<file path="src/verilog/apo_params.svh">
// Timing counts, codes and reset values for the parallel-output converter
`ifndef APO_PARAMS_SVH
`define APO_PARAMS_SVH

`define APO_CLK_PERIOD_NS 8
`define APO_CONV_TIME_NS 150
`define APO_CONV_CYCLES \
  ((`APO_CONV_TIME_NS + `APO_CLK_PERIOD_NS - 1) / `APO_CLK_PERIOD_NS)
`define APO_PIPE_DEPTH 2
`define APO_FIFO_DEPTH 8
`define APO_CODE_WIDTH 12
`define APO_LEVEL_WIDTH 16
`define APO_CODE_MIN 12'h800
`define APO_CODE_MAX 12'h7ff
`define APO_CODE_RESET 12'h000
`define APO_FLAG_RESET 1'h0
`define APO_PIN_RESET 1'h0
`define APO_GAIN_RESET 1'h1
`define APO_LEVEL_RESET 16'h0000

`endif

</file>
<file path="src/verilog/apo_pkg.sv">
// Types shared by the converter output logic
package apo_pkg;

  typedef struct packed {
    logic over_range;
    logic [11:0] code;
  } apo_result_t;

  typedef enum logic [0:0] {
    APO_IDLE,
    APO_CONVERT
  } apo_state_t;

endpackage : apo_pkg

</file>
<file path="src/verilog/apo_adc_core.sv">
// Conversion sequencer, sample FIFO and output pipeline of the converter
//
// Summary of operation
// - Rising conversion clock edge starts a sample.
// - Running conversion is never aborted nor restarted.
// - Output word updates 19 cycles (152 ns) after start.
// - Two-conversion pipeline before a sample appears.
// - Only rising edges of conversion clock matter.
// - Results are 12-bit two's complement always.
// - Over-range flag high on both end codes.
// - Zero is all zeros, minus one all ones.
`timescale 1ns/1ps
`include "apo_params.svh"

module apo_fifo #(
  parameter int W = 13,
  parameter int D = `APO_FIFO_DEPTH
) (
  input wire logic i_sys_clk, // System clock
  input wire logic i_rst, // Asynchronous reset, active high
  input wire logic i_in_valid, // Write request
  output logic o_in_ready, // Room for a word
  input wire logic [W-1:0] i_in_data, // Word written
  output logic o_out_valid, // Word available
  input wire logic i_out_ready, // Read request
  output logic [W-1:0] o_out_data // Oldest word
);
  localparam int PW = (D > 1) ? $clog2(D) : 1;
  localparam int CW = $clog2(D + 1);
  localparam logic [CW-1:0] DEPTH_C = CW'(D);
  localparam logic [PW-1:0] LAST_C = PW'(D - 1);

  logic [W-1:0] mem_q [D];
  logic [W-1:0] mem_d [D];
  logic [PW-1:0] wr_q, wr_d, rd_q, rd_d;
  logic [CW-1:0] cnt_q, cnt_d;
  logic push, pop;

  assign o_in_ready = (cnt_q != DEPTH_C);
  assign o_out_valid = (cnt_q != '0);
  assign o_out_data = mem_q[rd_q];
  assign push = i_in_valid && o_in_ready;
  assign pop = i_out_ready && o_out_valid;

  always_comb begin
    mem_d = mem_q;
    wr_d = wr_q;
    rd_d = rd_q;
    cnt_d = cnt_q;
    if (push) begin
      mem_d[wr_q] = i_in_data;
      wr_d = (wr_q == LAST_C) ? '0 : wr_q + 1'h1;
    end
    if (pop) begin
      rd_d = (rd_q == LAST_C) ? '0 : rd_q + 1'h1;
    end
    if (push && !pop) begin
      cnt_d = cnt_q + 1'h1;
    end else if (pop && !push) begin
      cnt_d = cnt_q - 1'h1;
    end
  end

  always_ff @(posedge i_sys_clk or posedge i_rst) begin
    if (i_rst) begin
      for (int i = 0; i < D; i++) begin
        mem_q[i] <= '0;
      end
      wr_q <= '0;
      rd_q <= '0;
      cnt_q <= '0;
    end else begin
      mem_q <= mem_d;
      wr_q <= wr_d;
      rd_q <= rd_d;
      cnt_q <= cnt_d;
    end
  end
endmodule : apo_fifo

// Two flip-flop synchroniser for a level that comes from outside
module apo_sync #(
  parameter int W = 1,
  parameter logic [W-1:0] RST = '0
) (
  input wire logic i_sys_clk, // System clock
  input wire logic i_rst, // Asynchronous reset, active high
  input wire logic [W-1:0] i_pin, // Raw pin level
  output logic [W-1:0] o_sync // Level safe to use on this clock
);
  logic [W-1:0] s1_q, s1_d, s2_q, s2_d;

  always_comb begin
    s1_d = i_pin;
    s2_d = s1_q;
  end

  always_ff @(posedge i_sys_clk or posedge i_rst) begin
    if (i_rst) begin
      s1_q <= RST;
      s2_q <= RST;
    end else begin
      s1_q <= s1_d;
      s2_q <= s2_d;
    end
  end

  // Only the second stage is read outside, the first may be metastable
  assign o_sync = s2_q;
endmodule : apo_sync

module apo_adc_core #(
  parameter int CONV_CYCLES = `APO_CONV_CYCLES,
  parameter int PIPE_DEPTH = `APO_PIPE_DEPTH
) (
  input wire logic i_sys_clk, // System clock, 125 MHz
  input wire logic i_rst, // Asynchronous reset, active high
  input wire logic i_conv_clk, // Conversion clock pin from host
  input wire logic i_gain_x1, // High selects unity input gain
  input wire logic [15:0] i_analog_level, // Signed input in steps
  output logic [11:0] o_result, // Two's complement result word
  output logic o_over_range_flag, // Result is at an end code
  output logic o_busy // Conversion running
);
  localparam int TW = $clog2(CONV_CYCLES + 1);
  localparam logic [TW-1:0] LOAD_C = TW'(CONV_CYCLES - 1);
  localparam int RW = $bits(apo_pkg::apo_result_t);

  // Every pin passes two flip-flops. The level bus must be held steady by
  // the source around the sampling edge, as a real sample-and-hold would
  // need, because its bits may resolve in different cycles.
  logic clk_sync, gain_sync;
  logic [15:0] lvl_sync;
  logic clk_last_q, clk_last_d;
  logic rise;

  apo_sync #(
    .W(1),
    .RST(`APO_PIN_RESET)
  ) u_clk_sync (
    .i_sys_clk(i_sys_clk),
    .i_rst(i_rst),
    .i_pin(i_conv_clk),
    .o_sync(clk_sync)
  );

  apo_sync #(
    .W(1),
    .RST(`APO_GAIN_RESET)
  ) u_gain_sync (
    .i_sys_clk(i_sys_clk),
    .i_rst(i_rst),
    .i_pin(i_gain_x1),
    .o_sync(gain_sync)
  );

  apo_sync #(
    .W(16),
    .RST(`APO_LEVEL_RESET)
  ) u_lvl_sync (
    .i_sys_clk(i_sys_clk),
    .i_rst(i_rst),
    .i_pin(i_analog_level),
    .o_sync(lvl_sync)
  );

  // Pin level one cycle older; reset matches the idle low pin, so no
  // false edge follows reset
  always_comb begin
    clk_last_d = clk_sync;
  end

  always_ff @(posedge i_sys_clk or posedge i_rst) begin
    if (i_rst) begin
      clk_last_q <= `APO_PIN_RESET;
    end else begin
      clk_last_q <= clk_last_d;
    end
  end

  // Falling edges are ignored, so duty cycle is irrelevant
  assign rise = clk_sync && !clk_last_q;

  // Quantiser: clamp to the signed code range
  function automatic logic [11:0] quantise(input logic [15:0] lvl,
                                           input logic gain_x1);
    logic signed [16:0] v;
    v = gain_x1 ? 17'(signed'(lvl)) : 17'(signed'(lvl)) <<< 1;
    if (v > 17'sh007ff) begin
      quantise = `APO_CODE_MAX;
    end else if (v < -17'sh00800) begin
      quantise = `APO_CODE_MIN;
    end else begin
      // Zero maps to all zeros, minus one step to all ones at unity gain
      quantise = v[11:0];
    end
  endfunction : quantise

  apo_pkg::apo_state_t state_q, state_d;
  logic [TW-1:0] tmr_q, tmr_d;
  logic start, done;
  logic fifo_in_ready, fifo_out_valid;
  apo_pkg::apo_result_t fifo_in, fifo_out;
  logic [11:0] smp_code;
  logic smp_over;

  assign smp_code = quantise(lvl_sync, gain_sync);
  assign smp_over = (smp_code == `APO_CODE_MIN) ||
      (smp_code == `APO_CODE_MAX);
  assign fifo_in = '{over_range: smp_over, code: smp_code};

  always_comb begin
    state_d = state_q;
    tmr_d = tmr_q;
    start = 1'h0;
    done = 1'h0;
    unique case (state_q)
      apo_pkg::APO_IDLE: begin
        // A full FIFO makes the rise be dropped, so that sample is lost
        if (rise && fifo_in_ready) begin
          start = 1'h1;
          state_d = apo_pkg::APO_CONVERT;
          tmr_d = LOAD_C;
        end
      end
      apo_pkg::APO_CONVERT: begin
        // Edges before the last conversion cycle are dropped; a rise in it starts the next one
        if (tmr_q == '0) begin
          done = 1'h1;
          if (rise && fifo_in_ready) begin
            start = 1'h1;
            tmr_d = LOAD_C;
          end else begin
            state_d = apo_pkg::APO_IDLE;
          end
        end else begin
          tmr_d = tmr_q - 1'h1;
        end
      end
    endcase
  end

  always_ff @(posedge i_sys_clk or posedge i_rst) begin
    if (i_rst) begin
      state_q <= apo_pkg::APO_IDLE;
      tmr_q <= '0;
    end else begin
      state_q <= state_d;
      tmr_q <= tmr_d;
    end
  end

  // Sample taken at the start is held here until its conversion ends
  apo_fifo #(
    .W(RW),
    .D(`APO_FIFO_DEPTH)
  ) u_fifo (
    .i_sys_clk(i_sys_clk),
    .i_rst(i_rst),
    .i_in_valid(start),
    .o_in_ready(fifo_in_ready),
    .i_in_data(fifo_in),
    .o_out_valid(fifo_out_valid),
    .i_out_ready(done),
    .o_out_data(fifo_out)
  );

  // Pipeline stages advance once per finished conversion, so a sample
  // reaches the pins at the end of the conversion two starts later.
  apo_pkg::apo_result_t pipe_q [PIPE_DEPTH];
  apo_pkg::apo_result_t pipe_d [PIPE_DEPTH];
  apo_pkg::apo_result_t out_q, out_d;

  always_comb begin
    pipe_d = pipe_q;
    out_d = out_q;
    if (done && fifo_out_valid) begin
      out_d = pipe_q[PIPE_DEPTH-1];
      for (int i = PIPE_DEPTH - 1; i > 0; i--) begin
        pipe_d[i] = pipe_q[i-1];
      end
      pipe_d[0] = fifo_out;
    end
  end

  always_ff @(posedge i_sys_clk or posedge i_rst) begin
    if (i_rst) begin
      for (int i = 0; i < PIPE_DEPTH; i++) begin
        pipe_q[i] <= '{over_range: `APO_FLAG_RESET,
                       code: `APO_CODE_RESET};
      end
      out_q <= '{over_range: `APO_FLAG_RESET, code: `APO_CODE_RESET};
    end else begin
      pipe_q <= pipe_d;
      out_q <= out_d;
    end
  end

  // Flag and code leave one register, so they can never be skewed
  assign o_result = out_q.code;
  assign o_over_range_flag = out_q.over_range;
  assign o_busy = (state_q == apo_pkg::APO_CONVERT);
endmodule : apo_adc_core

</file>
<file path="config.mk">
export PLATFORM = sky130hd
export DESIGN_NAME = apo_adc_core
export DESIGN_NICKNAME = d
export VERILOG_FILES = /design/src/verilog/apo_pkg.sv /design/src/verilog/apo_adc_core.sv
export VERILOG_INCLUDE_DIRS = /design/src /design/src/verilog
export SDC_FILE = /design/constraint.sdc
export NUM_CORES = 1
export LEC_CHECK = 0
export ABC_AREA = 1
export BUFFER_PORTS_ARGS = -buffer_cell sky130_fd_sc_hd__buf_4
export CAP_MARGIN = 5
export CORE_UTILIZATION = 31
export DETAILED_ROUTE_END_ITERATION = 10
export HOLD_SLACK_MARGIN = 0.02
export PLACE_DENSITY = 0.46
export RECOVER_POWER = 25
export SLEW_MARGIN = 5
export SYNTH_ARGS = -nofsm -noshare
export SYNTH_HDL_FRONTEND = slang
export SYNTH_SLANG_ARGS = --single-unit
</file>
<file path="constraint.sdc">
create_clock -name i_sys_clk -period 8.7 [get_ports i_sys_clk]
set_clock_uncertainty 0.2 [all_clocks]
set_input_delay 1.74 -clock i_sys_clk [delete_from_list [all_inputs] [get_ports i_sys_clk]]
set_output_delay 1.74 -clock i_sys_clk [all_outputs]
set_load 0.05 [all_outputs]
</file>
# After elaboration in Yosys (flattened, before gate mapping)
# Index checks and enable logic that the tools add are counted.
# W data, S select, Z words.
totals:
  regBits: 196
  input_bits: 20
  out_inout_bits: 14
  elab_cells: 81
classes:
  n_addsub: 5
  order_cmp: 5
  eq_ne: 5
  mux: 23
  bitwise: 3
  n_reduce_logical: 14
op_table:
  columns: ["cell", "n"]
  rows:
  - ["$bwmux W104", 1]
  - ["$bmux W13 S3", 1]
  - ["$demux W13 S3", 1]
  - ["$mux W13", 3]
  - ["$mux W12", 2]
  - ["$gt A17 B12 Y1 const B", 1]
  - ["$lt A17 B12 Y1 const B", 1]
  - ["$mux W16", 1]
  - ["$eq A12 B11 Y1 const B", 1]
  - ["$eq A12 B12 Y1 const B", 1]
  - ["$mux W5", 2]
  - ["$pmux W5 S2", 1]
  - ["$ge A4 B4 Y1 const B", 2]
  - ["$mux W4", 2]
  - ["$not A3 Y4", 2]
  - ["$logic_and A1 B1 Y1", 7]
  - ["$add A3 B1 Y3 const B", 2]
  - ["$eq A3 B3 Y1 const B", 2]
  - ["$mux W3", 2]
  - ["$logic_not A5 Y1", 1]
  - ["$mux W1", 5]
  - ["$sub A5 B1 Y5 const B", 1]
  - ["$add A4 B1 Y4 const B", 1]
  - ["$lt A4 B1 Y1 const B", 1]
  - ["other kinds (8)", 11]

# Longest topological paths before layout
logic_depth:
  ltp_word: 11
  ltp_mapped: 15
  ltp_nobuf: 15

# Hierarchy
# From an unflattened synthesis, not the netlist that was laid out.
unflattened:
  cells_unflattened: 1140
  hier_area_um2: 9246.4
by_module_without_submodules:
  columns: ["module", "n_inst", "cells_per_inst", "area_each_um2", "seq_area_each_um2"]
  rows:
  - ["apo_fifo", 1, 803, 5933.2, 2852.7]
  - ["apo_adc_core", 1, 298, 2398.6, 1151.1]
  - ["apo_sync at u_lvl_sync", 1, 33, 804.5, 800.8]
  - ["apo_sync at u_gain_sync", 1, 3, 56.3, 52.6]
  - ["apo_sync at u_clk_sync", 1, 3, 53.8, 50.0]

# Worst setup path after synthesis
# OpenSTA, ideal clock, no wires.
synth_timing:
  kind: "register -> register"
  startpoint: "register state_q (netlist: o_busy)"
  endpoint: "register u_fifo.cnt_q[3]"
  setup_ns: 0.126
  arrival_ns: 2.343
  t_required_ns: 8.374
  setup_slack_ns: 6.031
  path_stages_with_launch: 12
  n_path_buf: 1
  synth_period_minus_slack_ns: 2.669
  path_cell_list: "dfrtp_1 -> nand3_1 -> clkbuf_1 -> ha_1 -> inv_1 -> ha_1 -> a21o_1 -> a21oi_1 -> nand2_1 -> nand2_1 -> nor2_1 -> xor2_1"
synth_via:
  elab_chain_len: 6
  elab_cells_between_ends: 11
  classes_between: "mux (3); bitwise (1); reduce/logical (7)"
synth_lines:
  columns: ["item", "line_no", "rtl"]
  rows:
  - ["start, declared", "apo_adc_core.sv:199", "apo_pkg::apo_state_t state_q, state_d;"]
  - ["start signal, assigned", "apo_adc_core.sv:245", "state_q <= apo_pkg::APO_IDLE;"]
  - ["start signal, assigned", "apo_adc_core.sv:248", "state_q <= state_d;"]
  - ["$not A1 Y1", null, null]
  - ["$pmux W1 S2", "apo_adc_core.sv:217", "unique case (state_q)"]
  - ["$logic_and A1 B1 Y1", "apo_adc_core.sv:42", "assign push = i_in_valid && o_in_ready;"]
  - ["$logic_not A1 Y1", "apo_adc_core.sv:59", "end else if (pop && !push) begin"]
  - ["$logic_and A1 B1 Y1", "apo_adc_core.sv:59", null]
  - ["$reduce_bool A2 Y1 (no source line)", null, null]
  - ["end signal, assigned", "apo_adc_core.sv:76", "cnt_q <= cnt_d;"]
  - ["end, declared", "apo_adc_core.sv:36", "logic [CW-1:0] cnt_q, cnt_d;"]
# Parallel ways exist; a longest one is shown, timed or not.
# A chain may end at the register's enable or synchronous reset.

# Worst setup path after layout
layout_timing:
  startpoint: "register tmr_q[0]"
  endpoint: "register pipe_q[19] (netlist bit)"
layout_via:
  elab_chain_len: 4
layout_lines:
  columns: ["item", "line_no", "rtl"]
  rows:
  - ["start, declared", "apo_adc_core.sv:200", "logic [TW-1:0] tmr_q, tmr_d;"]
  - ["start signal, assigned", "apo_adc_core.sv:249", "tmr_q <= tmr_d;"]
  - ["$logic_not A5 Y1", "apo_adc_core.sv:228", "if (tmr_q == '0) begin"]
  - ["$mux W1", "apo_adc_core.sv:228", null]
  - ["$mux W1", "apo_adc_core.sv:217", null]
  - ["$logic_and A1 B1 Y1", "apo_adc_core.sv:277", "if (done && fifo_out_valid) begin"]
  - ["end signal, assigned by index", "apo_adc_core.sv:289", "pipe_q[i] <= '{over_range: `APO_FLAG_RESET,"]
  - ["end signal, assigned", "apo_adc_core.sv:294", "pipe_q <= pipe_d;"]
  - ["end, declared", "apo_adc_core.sv:270", "apo_pkg::apo_result_t pipe_q [PIPE_DEPTH];"]
# No other way between the ends.

==> summary.md <==
The flow ran to the end, but the final reports show violations. The checks that failed: max-capacitance violations, max-slew violations. The H-tree was split into 4 levels. In this design, the largest share of critical-path delay is due to buffers and inverters.

Detailed-routing iteration count for the pre-antenna-repair pass: 5. The logs give 17 for the number of buffers created by CTS and 84 for the count of final max-slew check failures. In this run, synthesis inferred 0 flip-flops with an integrated enable. Post-CTS timing repair inserted 0 buffers for setup.

The final-layout setup total negative slack was 0 ns. The routed design could run at a clock period as short as 4.20 ns. Initial standard-cell utilization of the core: 31.9%.

Worst flop-to-flop path startpoint: tmr_q[0]$_DFF_PP0_. The die is 169 µm wide. The first global-routing pass estimated 31.5 mm of wire. The sequential cell fraction of total power is 44.1%.

Among all cell types in the netlist, the one instantiated most often is nand2_1. Routability-driven placement finished with a final weighted congestion of 0.735. The post-layout net count came out at 989. The depth of the worst hold-timing path came out at 0. The port buffer count is 33. TritonCTS built the clock tree.

Total DRC errors in the routed layout: 0. The total area inside the core boundary comes to 27300 µm². The critical path buffer and inverter count was 5; the design internal power was 1.90 mW. Based on the critical path, the design can be clocked at up to 0.238 GHz. Each instance of the synthesized netlist takes up on average 9.16 µm². The overall overflow remaining after global route was 0. In the final layout, the share of cells above drive strength 1 is 11.5%. End of the worst register-to-register path: pipe_q[19]$_DFFE_PP0P_.

The logs give 4.33 ns for the data arrival time of the critical path and 0 for the number of buffers inserted for hold repair after clock tree synthesis. The final layout contains routed wiring with a total length of 18.5 mm. The die is 169 µm tall. Dividing the detail-routed via count by the number of cells gives 4.46. Type of origin of the critical path: a flip-flop. The clock passes through at most 2 buffers. The run gives 0 as the number of resized instances in the post-cts repair step.

Counting stages on the worst path, the most repeated cell is inv_1. The worst hold path belongs to the class reg -> reg. Endpoint with the worst hold slack: u_lvl_sync.o_sync[9]$_DFF_PP0_. The tools report the final hold violation count as 0. The flip-flop and latch count after synthesis works out to 196.

The run gives 0.123 mV as the maximum VDD drop. Maximum net fanout on the critical path: 43. The tools report the overall power as 2.98 mW.

The clock network burns 27.1% of the power. The number of cells on the worst reg-to-reg path is 10. Switching portion of total power: 36.2%.

The cell at the slowest stage of the critical path was clkbuf_1. After technology mapping, the gate count stands at 948. After synthesis, the netlist uses 40 different library cells.

The required time at the worst-slack endpoint came out at 8.83 ns. The detailed router placed 5991 vias in this run. The post-synthesis sequential area ratio was 56.5%.

Yosys attributes the largest share of cell area to dfrtp_1 (56%), nand2_1 (14%), o21ai_0 (6.9%). In the finished design, the share of the clock period the worst path needs comes to 48.3%. The worst setup path is captured at a flip-flop.

The power density over the cells was 310 nW/µm²; the register-to-register setup slack was 4.50 ns. The critical hold path startpoint is u_lvl_sync.s1_q[9]$_DFF_PP0_. Walking the worst path, the cells encountered are inv_1 -> ha_1 -> nand3_1 -> inv_1 -> nand3_1 -> clkbuf_1 -> inv_1 -> clkbuf_1 -> o221ai_1 -> o21ai_0.

The tool flagged a number of max-cap violations equal to 2. The die area was 28700 µm². Tracing the worst setup path back leads to its startpoint at tmr_q[0]$_DFF_PP0_.

The tools report the net switching power figure as 1.08 mW. dfrtp_1 takes more of the synthesized area than any other cell. The leakage power total was 4.59 nW; the area growth from synthesis to final layout was 10.6%. The DRC violation total after the first TritonRoute iteration is 394.

For the headroom to the max-slew limit, the log shows -17.5%. Of all flip-flops after synthesis, the portion carrying an async set or reset was 100%. Pin count of the biggest net entering global routing: 133. The number of nets handed over by synthesis was 978. The tools report the cell at the root of the clock tree as clkbuf_16. Dividing the detail-routed wire length by the instance count gives 13.8 µm. Setup violations remaining at the end of the flow were counted as 0. 34 I/O pins were placed.

The dominant register cell in the synthesized netlist was dfrtp_1. Of the post-synthesis cell area, the dominant cell type holds 55.9%. The delay of the slowest cell on the worst path was 1.31 ns; the worst-skew pair later-pin latency was 0.43 ns. Of the total power, combinational logic draws 28.8%. The number of antenna diodes was 0.

Setup repair after global routing left no endpoint under its margin. By count the netlist is led by nand2_1 (315), dfrtp_1 (194), o21ai_0 (120). Yosys printed 0 warnings. The all-layer global routing usage is 14.0%. At the pin with the least slew margin, the transition time is 1.76 ns. In this run the number of cells on the critical path is 10.

In this run the cell area of the synthesized design comes to 8690 µm². The number of global-route vias before repair came out at 5855. The clock-pin slew reported for the worst setup and hold paths after clock tree synthesis is 0.08 ns, and the number of antenna violations at the first check in global routing is 0. The kind of critical path is reg -> reg. The run gives 11.3 mm as the HPWL after detailed placement. The number of antenna-violating nets in the routed design is 0. For this design, the sink count on the clock tree is 196.

The row count was 60.
## how the worst max path moves through the flow
stage / endpoint / slack (ns)
2_1_floorplan: clk_last_q$_DFF_PP0_ / 1.42
5_1_grt: pipe_q[15]$_DFFE_PP0P_ / 3.97
3_3_place_gp: u_fifo.mem_q[70]$_DFFE_PP0P_ / 4.99
4_1_cts: u_fifo.mem_q[64]$_DFFE_PP0P_ / 5.47
6_report: pipe_q[19]$_DFFE_PP0P_ / 4.50
3_5_place_dp: pipe_q[9]$_DFFE_PP0P_ / 5.01
## cell families after synthesis
group	synth area share, %
compound gates	14.1
xor+xnor	0.403
fa+ha+maj	1.53
buf+inv	7.17
flops	56.5
mux	1.04
simple gates	19.3
## per-layer routing
layer	share of wire, %	vias to the layer above	track usage, %
met2	44	67	21.7
met1	53	2842	20.0
met3	2.1	6	2.80
li1	-	3076	-
met5	0	-	0
met4	0.78	0	3.29
## flip-flops by register name (all words and copies together) (netlist names), 3 cells and up
name,flops
u_fifo.mem_q,104
pipe_q,26
u_lvl_sync.o_sync,16
u_lvl_sync.s1_q,16
o_result,12
tmr_q,5
u_fifo.cnt_q,4
u_fifo.rd_q,3
u_fifo.wr_q,3
## worst reg2reg max path, cell delays in order, from the launching register on
cell and delay [ns]:
dfrtp_1 0.39, inv_1 0.10, ha_1 0.15, nand3_1 0.12, inv_1 0.08, nand3_1 0.06
clkbuf_1 0.64, inv_1 0.38, clkbuf_1 1.31, o221ai_1 0.50, o21ai_0 0.18
## layout by cell type (no fill, tap or decap), types with 7 or more instances in the layout
cell / n
a21oi_1: 32
buf_4: 17
clkbuf_16: 17
clkbuf_4: 18
dfrtp_1: 193
ha_1: 9
inv_1: 69
inv_4: 7
mux2i_1: 9
nand2_1: 317
nand3_1: 17
nor2_1: 43
o21ai_0: 120
o21ai_1: 10
o21ai_2: 20
o221ai_1: 13
o22ai_1: 8
## area by class of cell
| class | instances | area (µm²) |
|---|---|---|
| clock inverter | 15 | 171 |
| multi-input combinational | 623 | 3030 |
| timing repair buffer | 38 | 274 |
| clock buffer | 17 | 425 |
| fill | 2900 | 17600 |
| sequential | 196 | 4910 |
| inverter | 83 | 337 |
| tap | 372 | 465 |
## per-stage QoR
| stage | setup slack, ns | instance area [µm²] | hold WS (ns) | instances | utilization, % |
|---|---|---|---|---|---|
| floorplan | 1.42 | 8690 | 0.131 | 948 | - |
| CTS | 5.47 | 9750 | 0.151 | 1344 | 35.8 |
| finish | 4.50 | 9610 | 0.149 | 1344 | 35.3 |
| detailed placement | 5.01 | 9150 | 0.135 | 1312 | 33.6 |
| global placement | 4.99 | 9150 | 0.135 | 1312 | 33.6 |
| global route | 3.97 | 9610 | 0.157 | 1344 | 35.3 |
## power by group through the flow
| stage | sequential, mW | clock, mW | combinational [mW] |
|---|---|---|---|
| 6_report | 1.31 | 0.807 | 0.859 |
| 2_1_floorplan | 1.39 | 0 | 0.616 |
| 4_1_cts | 1.32 | 0.831 | 0.901 |
| 5_1_grt | 1.35 | 0.870 | 0.988 |
| 3_3_place_gp | 1.33 | 0 | 0.887 |
| 3_5_place_dp | 1.33 | 0 | 0.896 |
Note: power is estimated with default switching activity, not from simulation.
